===== config.mk =====
export PLATFORM = sky130hd
export DESIGN_NAME = tms_status_config
export DESIGN_NICKNAME = d
export VERILOG_FILES = /design/src/tms_pkg.sv /design/src/tms_hyst_flag.sv /design/src/tms_chan_pick.sv /design/src/tms_status_config.sv
export VERILOG_INCLUDE_DIRS = /design/src
export SDC_FILE = /design/constraint.sdc
export NUM_CORES = 1
export LEC_CHECK = 0
export BUFFER_PORTS_ARGS = -buffer_cell sky130_fd_sc_hd__buf_2
export CORE_MARGIN = 2
export CORE_UTILIZATION = 30
export CTS_CLUSTER_DIAMETER = 40
export DETAILED_ROUTE_END_ITERATION = 16
export SYNTH_ARGS = -nofsm -noshare
export SYNTH_HDL_FRONTEND = slang
export SYNTH_HIERARCHICAL = 1
export SYNTH_SLANG_ARGS = --single-unit
export TNS_END_PERCENT = 50

===== constraint.sdc =====
create_clock -name ref_clk_i -period 14.9 [get_ports ref_clk_i]
set_input_delay 3.725 -clock ref_clk_i [delete_from_list [all_inputs] [get_ports ref_clk_i]]
set_output_delay 3.725 -clock ref_clk_i [all_outputs]
set_load 0.005 [all_outputs]

===== src/tms_params.svh =====
/*
 * Constants of the temperature monitor status and configuration block: pointer values,
 * configuration field positions, reset values and timing figures.
 * Assumes it is included by bare name from files that need these values.
 */
`ifndef TMS_PARAMS_SVH
`define TMS_PARAMS_SVH

// Pointer values of the registers held in this block.
`define TMS_PTR_SECOND_STATUS 8'h22
`define TMS_PTR_OPEN_STATUS 8'h23
`define TMS_PTR_CONFIG 8'h30
`define TMS_PTR_RESET 8'h00

// Configuration register layout and power-on value.
`define TMS_CFG_RESET 16'h0f9c
`define TMS_CFG_REN_HI 15
`define TMS_CFG_REN_LO 8
`define TMS_CFG_LEN 7
`define TMS_CFG_OS 6
`define TMS_CFG_SD 5
`define TMS_CFG_CR_HI 4
`define TMS_CFG_CR_LO 2
`define TMS_CFG_BUSY 1
`define TMS_CFG_RSVD 0
`define TMS_RATE_CONT 3'h7
`define TMS_RATE_SHORTEST 3'h6

// Status register layouts.
`define TMS_STAT_REM_LO 8
`define TMS_STAT_LOC 7
`define TMS_STAT_ZERO_W 7
`define TMS_OPEN_ZERO_W 8

// Channel numbering: local is index 0, remote n is index n.
`define TMS_NUM_CH 9
`define TMS_CH_LOCAL 4'h0
`define TMS_CH_LAST 4'h8

// Shortest idle period (rate code 110) and the clock rate.
`define TMS_SHORT_PERIOD_MS 250
`define TMS_CLK_MHZ 200
`define TMS_SHORT_PERIOD_CYC (`TMS_SHORT_PERIOD_MS * `TMS_CLK_MHZ * 1000)

`endif


===== src/tms_pkg.sv =====
/*
 * Types shared by the temperature monitor status and configuration block.
 * Assumes nothing beyond a SystemVerilog compiler.
 */
package tms_pkg;
	typedef enum logic [3:0] {
		TMS_ST_OFF = 4'b0001,
		TMS_ST_START = 4'b0010,
		TMS_ST_WAIT = 4'b0100,
		TMS_ST_IDLE = 4'b1000
	} tms_state_t;
endpackage


===== src/tms_hyst_flag.sv =====
/*
 * One channel's second-level over-limit flag with hysteresis.
 * Assumes temperature and limit share one signed format and the hysteresis is unsigned.
 */
`timescale 1ns/10ps
`default_nettype none
module tms_hyst_flag #(
	parameter int TW = 16
) (
	input wire logic ref_clk_i, // Device clock.
	input wire logic rstn_i, // Asynchronous reset, active low.
	input wire logic upd_i, // New result for this channel.
	input wire logic signed [TW-1:0] temp_i, // Measured temperature.
	input wire logic signed [TW-1:0] limit_i, // Second-level limit.
	input wire logic [TW-1:0] hyst_i, // Shared hysteresis.
	output logic flag_o // Over-limit flag.
);
	logic signed [TW+1:0] temp_x;
	logic signed [TW+1:0] lim_x;
	logic signed [TW+1:0] rel_x;

	// Two guard bits keep limit minus hysteresis from wrapping.
	assign temp_x = {{2{temp_i[TW-1]}}, temp_i};
	assign lim_x = {{2{limit_i[TW-1]}}, limit_i};
	assign rel_x = lim_x - $signed({2'b00, hyst_i});

	always_ff @(posedge ref_clk_i or negedge rstn_i) begin
		if (!rstn_i) begin
			flag_o <= 1'b0;
		end else if (upd_i) begin
			if (temp_x > lim_x) begin
				flag_o <= 1'b1;
			end else if (temp_x <= rel_x) begin
				flag_o <= 1'b0;
			end
		end
	end
endmodule
`default_nettype wire


===== src/tms_chan_pick.sv =====
/*
 * Round-robin choice of the next enabled channel after the current one.
 * Assumes channel 0 is local and the rest remote in ascending order.
 */
`timescale 1ns/10ps
`default_nettype none
module tms_chan_pick #(
	parameter int N = 9
) (
	input wire logic [N-1:0] en_i, // Channel enables.
	input wire logic [3:0] cur_i, // Current channel.
	output logic [3:0] nxt_o, // Next enabled channel, wrapping.
	output logic last_o // No enabled channel after the current one in this pass.
);
	always_comb begin
		int idx;
		idx = 0;
		nxt_o = cur_i;
		last_o = 1'b1;
		// Walk from farthest to nearest so the nearest enabled channel wins.
		for (int k = N; k >= 1; k--) begin
			idx = (int'(cur_i) + k) % N;
			if (en_i[idx]) begin
				nxt_o = 4'(idx);
			end
			if ((int'(cur_i) + k < N) && en_i[int'(cur_i) + k]) begin
				last_o = 1'b0;
			end
		end
	end
endmodule
`default_nettype wire


===== src/tms_status_config.sv =====
/*
 * Status and configuration logic of a nine-channel temperature monitor: second-level
 * over-limit flags and alert, remote open-circuit flags, configuration register and
 * conversion sequencer. Assumes a two-wire front end that turns bus transactions into
 * pointer loads, register writes and register reads, and an ADC that converts one
 * channel per start and answers with a done pulse. Limits and hysteresis live elsewhere.
 */
// What this block does
// - Second-level status is read-only at pointer 22h; writes do nothing.
// - Status bits 15:8 remote 8..1 flags, bit 7 local, bits 6:0 zero.
// - A flag sets when its temperature exceeds its own second-level limit.
// - A flag clears itself at or below limit minus the shared hysteresis.
// - Alert is low while any flag is set, high when all clear.
// - Open-circuit status is read-only at pointer 23h.
// - Open bits 15:8 show remote 8..1 open; bits 7:0 read zero.
// - Open flags never drive the alert output.
// - Configuration register at pointer 30h, read-write, reset value 0x0F9C.
// - Bits 15:8 enable remote channels 8..1, reset to 0Fh (remote 4..1 on, 8..5 off).
// - Bit 7 enables the local channel, reset to one.
// - Writing one to bit 6 together with bit 5 starts one pass over enabled channels.
// - Bit 5 set shuts measurement down; resets to zero.
// - Bits 4:2 pick the conversion rate; reset to 111.
// - Bit 1 reads one while converting; writes to it are ignored.
// - Rate codes 000..110 give 16 s to 0.25 s periods; 111 back-to-back.
// - Shutdown aborts at once; leaving it resumes starting with the lowest enabled channel.
// - After a one-shot pass the device is back in shutdown.
// - Enabled channels visited round-robin local, remote 1..8, skipping disabled.
`timescale 1ns/10ps
`default_nettype none
`include "tms_params.svh"
module tms_status_config #(
	parameter int TW = 16,
	parameter int NCH = `TMS_NUM_CH,
	parameter longint SHORT_PERIOD_CYC = `TMS_SHORT_PERIOD_CYC
) (
	input wire logic ref_clk_i, // Device clock, 200 MHz.
	input wire logic rstn_i, // Asynchronous power-on reset, active low.
	input wire logic ptr_load_i, // Pulse: load pointer from reg_wdata_i[7:0].
	input wire logic reg_wr_i, // Pulse: write reg_wdata_i to the pointed register.
	input wire logic reg_rd_i, // Pulse: read the pointed register.
	input wire logic [15:0] reg_wdata_i, // Write data or pointer value.
	output logic [15:0] reg_rdata_o, // Read data, from a register.
	output logic reg_rvalid_o, // Pulse: reg_rdata_o is valid.
	output logic adc_start_o, // Pulse: convert channel adc_chan_o.
	output logic [3:0] adc_chan_o, // Channel under conversion.
	input wire logic adc_done_i, // Pulse: conversion finished.
	input wire logic signed [TW-1:0] adc_temp_i, // Result of the finished conversion.
	input wire logic adc_open_i, // Remote diode found open in that conversion.
	input wire logic [NCH*TW-1:0] second_limit_i, // Second-level limits, channel 0 lowest.
	input wire logic [TW-1:0] hyst_i, // Shared hysteresis value.
	output logic second_overtemp_alert_n_o // Second-level alert, active low.
);
	logic [7:0] ptr_q;
	logic [7:0] remote_channel_enables_q;
	logic local_channel_enable_q;
	logic single_pass_trigger_q;
	logic shutdown_request_q;
	logic [2:0] conversion_rate_select_q;
	tms_pkg::tms_state_t st_q;
	logic [3:0] chan_q;
	logic start_q;
	logic [31:0] timer_q;
	logic [NCH-1:0] en_all;
	logic [3:0] nxt_chan;
	logic last_chan;
	logic run;
	logic done_ok;
	logic pass_end;
	logic cfg_wr;
	logic [NCH-1:0] second_flag;
	logic [NCH-1:1] open_q;
	logic [15:0] cfg_view;
	logic [31:0] period_cyc;
	// A literal cannot be part-selected, so the power-on value is held as a constant first.
	localparam logic [15:0] CFG_RST = `TMS_CFG_RESET;

	// Idle period of a rate code: the shortest one doubled once per step below 110.
	function automatic logic [31:0] rate_period(input logic [2:0] code);
		logic [2:0] steps;
		steps = `TMS_RATE_SHORTEST - code;
		return 32'(SHORT_PERIOD_CYC) << steps;
	endfunction

	function automatic logic ptr_is(input logic [7:0] p, input logic [7:0] v);
		return p == v;
	endfunction

	assign en_all = {remote_channel_enables_q, local_channel_enable_q};
	assign run = !shutdown_request_q || single_pass_trigger_q;
	assign done_ok = (st_q == tms_pkg::TMS_ST_WAIT) && adc_done_i;
	assign pass_end = done_ok && last_chan;
	assign cfg_wr = reg_wr_i && ptr_is(ptr_q, `TMS_PTR_CONFIG);
	assign period_cyc = rate_period(conversion_rate_select_q);

	tms_chan_pick #(
		.N(NCH)
	) u_pick (
		.en_i(en_all),
		.cur_i(chan_q),
		.nxt_o(nxt_chan),
		.last_o(last_chan)
	);

	genvar g;
	generate
		for (g = 0; g < NCH; g++) begin : g_flag
			tms_hyst_flag #(
				.TW(TW)
			) u_flag (
				.ref_clk_i(ref_clk_i),
				.rstn_i(rstn_i),
				.upd_i(done_ok && (chan_q == 4'(g))),
				.temp_i(adc_temp_i),
				.limit_i(second_limit_i[g*TW +: TW]),
				.hyst_i(hyst_i),
				.flag_o(second_flag[g])
			);
		end
		for (g = 1; g < NCH; g++) begin : g_open
			always_ff @(posedge ref_clk_i or negedge rstn_i) begin
				if (!rstn_i) begin
					open_q[g] <= 1'b0;
				end else if (done_ok && (chan_q == 4'(g))) begin
					open_q[g] <= adc_open_i;
				end
			end
		end
	endgenerate

	// The pointer only changes on a write transaction from the host.
	always_ff @(posedge ref_clk_i or negedge rstn_i) begin
		if (!rstn_i) begin
			ptr_q <= `TMS_PTR_RESET;
		end else if (ptr_load_i) begin
			ptr_q <= reg_wdata_i[7:0];
		end
	end

	// Configuration fields. A host write lands after the one-shot clear so a fresh
	// trigger written in the cycle the pass ends is not lost.
	always_ff @(posedge ref_clk_i or negedge rstn_i) begin
		if (!rstn_i) begin
			remote_channel_enables_q <= CFG_RST[`TMS_CFG_REN_HI:`TMS_CFG_REN_LO];
			local_channel_enable_q <= CFG_RST[`TMS_CFG_LEN];
			single_pass_trigger_q <= CFG_RST[`TMS_CFG_OS];
			shutdown_request_q <= CFG_RST[`TMS_CFG_SD];
			conversion_rate_select_q <= CFG_RST[`TMS_CFG_CR_HI:`TMS_CFG_CR_LO];
		end else begin
			if (pass_end && single_pass_trigger_q) begin
				single_pass_trigger_q <= 1'b0;
			end
			if (cfg_wr) begin
				remote_channel_enables_q <= reg_wdata_i[`TMS_CFG_REN_HI:`TMS_CFG_REN_LO];
				local_channel_enable_q <= reg_wdata_i[`TMS_CFG_LEN];
				conversion_rate_select_q <= reg_wdata_i[`TMS_CFG_CR_HI:`TMS_CFG_CR_LO];
				if (reg_wdata_i[`TMS_CFG_REN_HI:`TMS_CFG_LEN] == '0) begin
					// With no channel enabled the device simply sits in shutdown.
					shutdown_request_q <= 1'b1;
					single_pass_trigger_q <= 1'b0;
				end else begin
					shutdown_request_q <= reg_wdata_i[`TMS_CFG_SD];
					// A one-shot only means something while shut down.
					single_pass_trigger_q <= reg_wdata_i[`TMS_CFG_OS] && reg_wdata_i[`TMS_CFG_SD];
				end
			end
		end
	end

	// Conversion sequencer. Dropping run leaves any conversion at once; a late done
	// from the ADC is then ignored because the sequencer no longer waits for it.
	always_ff @(posedge ref_clk_i or negedge rstn_i) begin
		if (!rstn_i) begin
			st_q <= tms_pkg::TMS_ST_OFF;
			chan_q <= `TMS_CH_LAST;
		end else if (!run) begin
			st_q <= tms_pkg::TMS_ST_OFF;
			chan_q <= `TMS_CH_LAST;
		end else begin
			unique case (st_q)
				tms_pkg::TMS_ST_OFF: begin
					st_q <= tms_pkg::TMS_ST_START;
				end
				tms_pkg::TMS_ST_START: begin
					st_q <= tms_pkg::TMS_ST_WAIT;
					chan_q <= nxt_chan;
				end
				tms_pkg::TMS_ST_WAIT: begin
					if (pass_end) begin
						chan_q <= `TMS_CH_LAST;
						if (single_pass_trigger_q) begin
							st_q <= tms_pkg::TMS_ST_OFF;
						end else if (conversion_rate_select_q == `TMS_RATE_CONT) begin
							st_q <= tms_pkg::TMS_ST_START;
						end else begin
							st_q <= tms_pkg::TMS_ST_IDLE;
						end
					end else if (adc_done_i) begin
						st_q <= tms_pkg::TMS_ST_START;
					end
				end
				tms_pkg::TMS_ST_IDLE: begin
					if (timer_q >= period_cyc - 32'h0000_0001) begin
						st_q <= tms_pkg::TMS_ST_START;
					end
				end
				default: begin
					st_q <= tms_pkg::TMS_ST_OFF;
				end
			endcase
		end
	end

	// Period timer runs from the start of a pass, so the idle time is what is left of
	// the period after the conversions; a pass longer than the period restarts at once.
	always_ff @(posedge ref_clk_i or negedge rstn_i) begin
		if (!rstn_i) begin
			timer_q <= 32'h0000_0000;
		end else if (st_q == tms_pkg::TMS_ST_START && chan_q == `TMS_CH_LAST) begin
			timer_q <= 32'h0000_0001;
		end else if (timer_q != 32'hffff_ffff) begin
			timer_q <= timer_q + 32'h0000_0001;
		end
	end

	// ADC request: one pulse per channel, channel number held until the next start, or set to 8 at the end of a pass or on shutdown.
	always_ff @(posedge ref_clk_i or negedge rstn_i) begin
		if (!rstn_i) begin
			start_q <= 1'b0;
		end else begin
			start_q <= run && (st_q == tms_pkg::TMS_ST_START);
		end
	end
	assign adc_start_o = start_q;
	assign adc_chan_o = chan_q;

	// Only temperature flags feed the alert; open-circuit flags stay out of it.
	always_ff @(posedge ref_clk_i or negedge rstn_i) begin
		if (!rstn_i) begin
			second_overtemp_alert_n_o <= 1'b1;
		end else begin
			second_overtemp_alert_n_o <= ~|second_flag;
		end
	end

	assign cfg_view = {
		remote_channel_enables_q,
		local_channel_enable_q,
		single_pass_trigger_q,
		shutdown_request_q,
		conversion_rate_select_q,
		st_q == tms_pkg::TMS_ST_WAIT,
		1'b0
	};

	// Read port. Writes to the status pointers fall through cfg_wr and change nothing.
	always_ff @(posedge ref_clk_i or negedge rstn_i) begin
		if (!rstn_i) begin
			reg_rdata_o <= 16'h0000;
			reg_rvalid_o <= 1'b0;
		end else begin
			reg_rvalid_o <= reg_rd_i;
			if (reg_rd_i) begin
				if (ptr_is(ptr_q, `TMS_PTR_SECOND_STATUS)) begin
					reg_rdata_o <= {second_flag[NCH-1:1], second_flag[0], {`TMS_STAT_ZERO_W{1'b0}}};
				end else if (ptr_is(ptr_q, `TMS_PTR_OPEN_STATUS)) begin
					reg_rdata_o <= {open_q, {`TMS_OPEN_ZERO_W{1'b0}}};
				end else if (ptr_is(ptr_q, `TMS_PTR_CONFIG)) begin
					reg_rdata_o <= cfg_view;
				end else begin
					reg_rdata_o <= 16'h0000;
				end
			end
		end
	end
endmodule
`default_nettype wire


Word level (Yosys, flattened, before mapping)
Index checks and enable logic that the tools add are counted.
- $add $sub $neg: 21
- divide/modulo/power cells: 9
- $lt $le $gt $ge: 46
- equal/unequal tests: 22
- shifts and indexed selects: 1
- mux-type cells: 109
- reductions and logical operators: 53
- operators by type and width (kind ; number):
    $lt 32x6->1 const B ; 18
    $lt 32x5->1 const B ; 9
    $mod 32x5->32 const B ; 9
    $le 16x18->1 ; 9
    $sub 16x17->18 ; 9
    $gt 16x16->1 ; 9
    $bmux 1 s4 ; 18
    $mux 4 ; 17
    $mux 1 ; 67
    $mux 32 ; 2
    $mux 16 ; 3
    $add 32x1->32 const B ; 1
    $ge 32x32->1 ; 1
    $ne 32x32->1 const B ; 1
    $shl 26x3->32 const A ; 1
    $sub 32x1->32 const B ; 1
    $logic_and 1x1->1 ; 25
    $eq 8x6->1 const B ; 3
    $reduce_bool 2->1 ; 11
    $add 4x3->5 const B ; 4
    $eq 4x3->1 const B ; 5
    $reduce_and 2->1 ; 10
    $pmux 4 s4 ; 1
    $eq 4x2->1 const B ; 3
    18 further kinds ; 24
- flip-flop bits (word level): 98
- bits of input ports: 199
- output and inout bits: 23
- word-level logic and storage cells: 291

Longest topological paths before layout
- depth in word-level cells: 18
- gate-level depth with buffers: 31
- gate-level depth less buffers: 23

Hierarchy
The synthesis kept the hierarchy.
- modules (own cells, without submodules) (module ; instances ; cells an instance ; area each (um2) ; sequential area each (um2)):
    tms_hyst_flag at g_flag[0].u_flag ... ; 5 ; 233 ; 1722.9 ; 25.0
    tms_hyst_flag at g_flag[5].u_flag ... ; 4 ; 232 ; 1716.6 ; 25.0
    tms_chan_pick ; 1 ; 821 ; 6037.0 ; 0.0
    tms_status_config ; 1 ; 573 ; 5562.8 ; 2215.9

Least setup slack after synthesis
OpenSTA, ideal clock, no wires.
- path type: register to register
- start: reg chan_q[0], in the netlist adc_chan_o[0]
- end: reg chan_q[3], in the netlist adc_chan_o[3]
- arrival: 7.008 ns
- data required time: 14.815 ns
- slack: 7.807 ns
- stages on the path, launching flop included: 29
- period minus slack after synthesis: 7.093 ns
- cell sequence: dfrtp_1 -> buf_2 -> buf_2 -> buf_2 -> buf_2 -> clkbuf_1 -> buf_1 -> clkbuf_1 -> inv_1 -> ha_1 -> inv_1 -> clkbuf_1 -> ha_1 -> nor3_4 -> o32ai_2 -> xnor2_1 -> ha_1 -> inv_1 -> a2111oi_4 -> o21ai_4 -> mux2i_2 -> and3b_1 -> a2111oi_4 -> o21bai_1 -> a31oi_1 -> o311ai_1 -> nand2_1 -> nor3_1 -> o21ai_0
- elaborated cells on any way between the ends: 114
- those cells by class: add/sub: 9; div: 9; order compare: 9; eq/ne: 2; mux: 74; reduce/logical: 11
- RTL lines (item ; RTL line ; text):
    start, declared ; tms_status_config.sv:60 ; logic [3:0] chan_q;
    start signal, assigned ; tms_status_config.sv:174 ; chan_q <= `TMS_CH_LAST;
    start signal, assigned ; tms_status_config.sv:177 ; chan_q <= `TMS_CH_LAST;
    start signal, assigned ; tms_status_config.sv:185 ; chan_q <= nxt_chan;
    $add 4x4->5 ; tms_chan_pick.sv:22 ; idx = (int'(cur_i) + k) % N;
    $mod 32x5->32 ; tms_chan_pick.sv:22 ;
    $bmux 1 s4 ; tms_chan_pick.sv:23 ; if (en_i[idx]) begin
    $mux 1 (not written as such) (2 in series) ; tms_chan_pick.sv:23 ;
    $mux 4 (7 in series) ; tms_chan_pick.sv:23 ;
    $mux 4 * ; tms_chan_pick.sv:23 ;
    net nxt_chan[3] ; tms_status_config.sv:64 ; logic [3:0] nxt_chan;
    $pmux 4 s2 * ; tms_status_config.sv:179 ; unique case (st_q)
    $mux 4 * ; tms_status_config.sv:175 ; end else if (!run) begin
The timed path passes the listed nets; every way through them passes the cells marked *. The select of a mux whose other input is x is not followed.
A chain may end at the register's enable or synchronous reset.

Worst setup path in the final report
- start: in hyst_i[1]
- end: reg g_flag[0].u_flag.flag_o
- cells in the longest elaborated chain, start to end: 4
- RTL lines (item ; RTL line ; text):
    start, declared ; tms_status_config.sv:50 ; input wire logic [TW-1:0] hyst_i,
    $sub 16x17->18 ; tms_hyst_flag.sv:25 ; assign rel_x = lim_x - $signed({2'b00, hyst_i});
    $le 16x18->1 ; tms_hyst_flag.sv:33 ; end else if (temp_x <= rel_x) begin
    $reduce_bool 2->1 (no source line) ; - ;
    $reduce_and 2->1 (no source line) ; - ;
    end signal, assigned ; tms_hyst_flag.sv:29 ; flag_o <= 1'b0;
    end signal, assigned ; tms_hyst_flag.sv:32 ; flag_o <= 1'b1;
    end signal, assigned ; tms_hyst_flag.sv:34 ; flag_o <= 1'b0;
    end, declared ; tms_hyst_flag.sv:16 ; output logic flag_o
Every way passes these cells.

==> metrics.md <==
| Metric | Value |
|---|---|
| Post-synth top flop | dfrtp_1 |
| Internal | 0.851 mW |
| Die ar. | just over 0.09 mm2 |
| Largest delay share family, worst path | compound AO/OA/AOI/OAI gates |
| # rows | 110 |
| PostCTS Resize Cnt | 0 |
| Setup WS post-layout | around 7.5 ns |
| Share of layout cells above drive strength 1 | approximately 12% |
| Initial drt markers | between 1500 and 2000 |
| WP data required | 15.20 ns |
| GRT overflow | 0 |
| Hold_ws | 0.437 ns |
| Post-synth ARST share | 100% |
| Delay of the slowest critical-path stage | ~0.58 ns |
| Clock root buffer | clkbuf_16 |
| Max_cap viols | 0 |
| Clock Tree Buf Depth | 2 |
| Critical path launch point | hyst_i[1] |
| Critical Path Sink Type | flop |
| Post-route insts no fill | 4835 |
| Drt pass-1 iters | 6 |
| Worst hold start | g_flag[5].u_flag/flag_o |
| Worst skew pair latency | 0.39 ns |
| Nets | 4418 |
| Final setup violation count | 0 |
| TritonCTS Sinks | 97 |
| Distinct cells, synth | 120 |
| Pre-CTS WS | 7.12 ns |
| DRT antenna net count | 0 |
| Initial core utilization | 30.2% |
| Placer Congestion | 0.922 |
| Final Power | 1.52 mW |
| IO buf count | 220 |
| WL per Instance | roughly 19 um |
| Cell Pwr Density | roughly 50 mW/mm2 |
| Sw Share | 43.9% |
| Post-synthesis cell area | roughly 0.027 mm2 |
| Vias | 26886 |
| Residual DRC | 0 |
| Reg-to-reg startpoint | adc_chan_o[2] |
| Final critical-path share of the clock period | 49.6% |
| CTS tree | built |
| Syn. warnings | 6 |
| Unrepaired setup endpoints after global routing | no |
| Static leakage | 14.3 nW |
| Wire length of the first global-routing pass | roughly 140000 um |
| Final wirelength | 94000 um |
| Worst-path clk slew | 0.09 ns |
| Vias/cell | 5.56 |
| Filler Cell Count | 9618 |
| Slew Viols, Final | 0 |
| Combinational Power Share | 59.1% |
| Hold_buf cts | 0 |
| Util after Layout | 33.2% |
| Clock Skew | 0.0245 ns |
| Top cell by count, worst path | ha_1 |
| Pin count of the biggest net entering global routing | slightly below 60 |
| Cell-by-cell trace of the critical path | buf_2 -> inv_1 -> ha_1 -> nor2b_1 -> o31a_1 -> o311ai_2 -> o21ai_1 -> a311oi_2 -> o2bb2ai_1 -> ha_1 -> and4_1 -> a221oi_2 -> mux2i_1 -> a2111o_1 -> o221ai_1 |
| DP Area | 0.0294 mm2 |
| Synth Register Bits | 97 |
| TritonCTS Buffers | 9 |
| Peak VDD IR | 0.0428 mV |
| I/O pin count | 222 |
| Count of final hold-check violations | 0 |
| Final instance area | between 0.02 and 0.03 mm2 |
| Final min period | 7.39 ns |
| Net count after synthesis | 4253 |
| Syn-to-layout area delta | 9.92% |
| CP Data Arrival Time | 7.69 ns |
| Hold path cells | 1 |
| Placed wire-length estimate | 72200 um |
| Initial antenna violation count | 27 |
| Post-CTS setup buffer count | 0 |
| Die Span Y | 304 um |
| Total GRT Usage | 19.7% |
| Worst Setup Start Kind | input pin |
| CP Max Fanout | 18 |
| Maximum clock frequency | 135 MHz |
| Sw power | 0.664 mW |
| Inst Count DP | 4817 |
| Sequential share of power | 20.5% |
| Critical path depth | 15 |
| H-tree depth | 3 |
| Cell depth of the worst flop-to-flop path | 21 |
| Critical path type | input pin to flop |
| Syn Area/Cell | 7.77 um2 |
| Post-route setup TNS | 0 ns |
| Horiz. Die Dim | around 300 um |
| Number of global-route vias before repair | about 25000 |
| Cell count after synthesis | 3487 |
| Sequential-to-total area share from yosys stat | 9.01% |
| Min-Delay Path Class | flop to flop |
| Clock power share | 20.4% |
| Slowest CP cell | buf_2 |
| Core Box Area | 0.0897 mm2 |
| Worst Tran Pin Value | 1.04 ns |
| Status | complete, no violations |
| Buf/Inv on CP | 2 |
| Relative slew slack | 30.2% |
| EDFF count, synth | 0 |
==> layout by cell type, fill, tap and decap left out, types with 20 or more instances in the layout <==
master / Yosys / routed
a211o_1: 23 / 23
a211oi_1: 52 / 52
a21o_1: 77 / 77
a21oi_1: 244 / 244
a31oi_1: 26 / 26
and3_1: 20 / 20
buf_2: 21 / 219
dfrtp_1: 86 / 84
ha_1: 558 / 558
inv_1: 403 / 403
mux2_2: 42 / 42
mux2i_1: 71 / 71
nand2_1: 242 / 242
nand2b_1: 58 / 58
nand3_1: 109 / 109
nand4_1: 62 / 62
nor2_1: 245 / 244
nor2b_1: 37 / 37
nor3_1: 68 / 68
nor4_1: 31 / 30
o211ai_1: 36 / 36
o21a_1: 25 / 25
o21ai_0: 187 / 187
o21bai_1: 23 / 23
o31a_1: 20 / 20
o31ai_1: 33 / 33
or3_1: 32 / 32
xnor2_1: 80 / 80
xor2_1: 59 / 59
==> state kept, by name, summed over array words and instances (netlist names) <==
register / cells
adc_start_o: 1
timer_q: 32
conversion_rate_select_q: 3
reg_rvalid_o: 1
adc_chan_o: 4
g_flag.u_flag/flag_o: 9
open_q: 8
local_channel_enable_q: 1
reg_rdata_o: 15
st_q: 4
ptr_q: 8
single_pass_trigger_q: 1
shutdown_request_q: 1
remote_channel_enables_q: 8
second_overtemp_alert_n_o: 1
==> worst register-to-register path: stages (launching register included) <==
cell	delay, ns
dfrtp_2	0.34
buf_4	0.48
clkinv_1	0.70
ha_1	0.47
a21oi_1	0.36
ha_1	0.40
nor2b_1	0.30
o32ai_2	0.19
xnor2_1	0.62
ha_1	0.39
inv_1	0.10
a2111oi_4	0.40
o21ai_4	0.16
mux2i_2	0.36
nor3b_2	0.11
a2111oi_4	0.52
o21bai_1	0.18
a31oi_1	0.12
o311ai_1	0.27
nand2_1	0.12
nor3_1	0.23
o21ai_0	0.10
==> per-layer routing <==
metal	routed length [um]	global-route usage, %
met1	42500	26.0
met2	42400	32.8
met3	6150	3.23
met4	2710	5.62
met5	264	0
==> layout make-up <==
| type | instances | area [um2] | share of cell area (%) |
|---|---|---|---|
| multi-input cells | 2898 | 22700 | 76.3 |
| flip-flops and latches | 97 | 2450 | 8.22 |
| inverters | 410 | 1540 | 5.18 |
| well taps | 1176 | 1470 | 4.94 |
| repair buffers | 236 | 1220 | 4.11 |
| clock buffers | 10 | 239 | 0.803 |
| clock inverters | 6 | 136 | 0.458 |
| diodes | 2 | 5.00 | 0.0168 |
==> worst paths after layout <==
path,end,slack (ns)
setup / recovery,g_flag[0].u_flag/flag_o,7.51
hold / removal,second_overtemp_alert_n_o,0.44
setup reg to reg,adc_chan_o[3],7.91
hold reg to reg,second_overtemp_alert_n_o,0.44
max in group asynchronous,open_q[4],10.26
min in group asynchronous,single_pass_trigger_q,3.33
==> synth_stat cells (11+ instances only) <==
library cell / count / area, um2
nand4_1: 62 / 388
o311ai_2: 14 / 228
ha_1: 558 / 6980
a21oi_1: 244 / 1220
nand2b_1: 58 / 363
or2_2: 13 / 81.3
o211ai_1: 36 / 270
mux2i_1: 71 / 711
mux2_2: 42 / 473
a31oi_1: 26 / 163
o21a_1: 25 / 188
dfrtp_1: 86 / 2150
o21ai_0: 187 / 936
nor3_1: 68 / 340
o21ai_1: 17 / 85.1
a211o_1: 23 / 201
inv_1: 403 / 1510
o21bai_1: 23 / 173
clkbuf_1: 44 / 165
or3_1: 32 / 200
buf_2: 21 / 105
a311oi_1: 11 / 96.3
nand2_1: 242 / 908
o31a_1: 20 / 175
and2_1: 14 / 87.6
dfstp_2: 11 / 289
o31ai_1: 33 / 248
o311ai_0: 16 / 140
xnor2_1: 80 / 701
nor4_1: 31 / 194
nand3_1: 109 / 546
a21o_1: 77 / 578
a211oi_1: 52 / 390
nor2b_1: 37 / 231
nor3b_1: 17 / 128
a2111oi_0: 13 / 114
nor4b_1: 13 / 114
and4_1: 19 / 166
nand4b_1: 12 / 105
nor2_1: 245 / 920
xor2_1: 59 / 517
and3_1: 20 / 125
==> power by group through the flow <==
stage / clock network [mW] / logic [mW] / registers [mW]
finish: 0.310 / 0.895 / 0.310
global route: 0.328 / 1.01 / 0.313
CTS: 0.318 / 0.890 / 0.310
detailed placement: 0 / 0.883 / 0.315
global placement: 0 / 0.870 / 0.315
floorplan: 0 / 0.647 / 0.299
==> logic make-up after synthesis <==
logic type               after synthesis  synth area share (%)
other                                  1                0.0138
flip-flops                            97                  9.01
buffers and inverters                492                  7.18
XOR/XNOR                             147                  5.14
AO/OA/AOI/OAI                       1000                  26.3
AND/OR/NAND/NOR                     1051                  20.2
multiplexers                         132                  5.66
adder cells (fa/ha/maj)              567                  26.4
No activity file was read; power rests on OpenSTA's default activity.
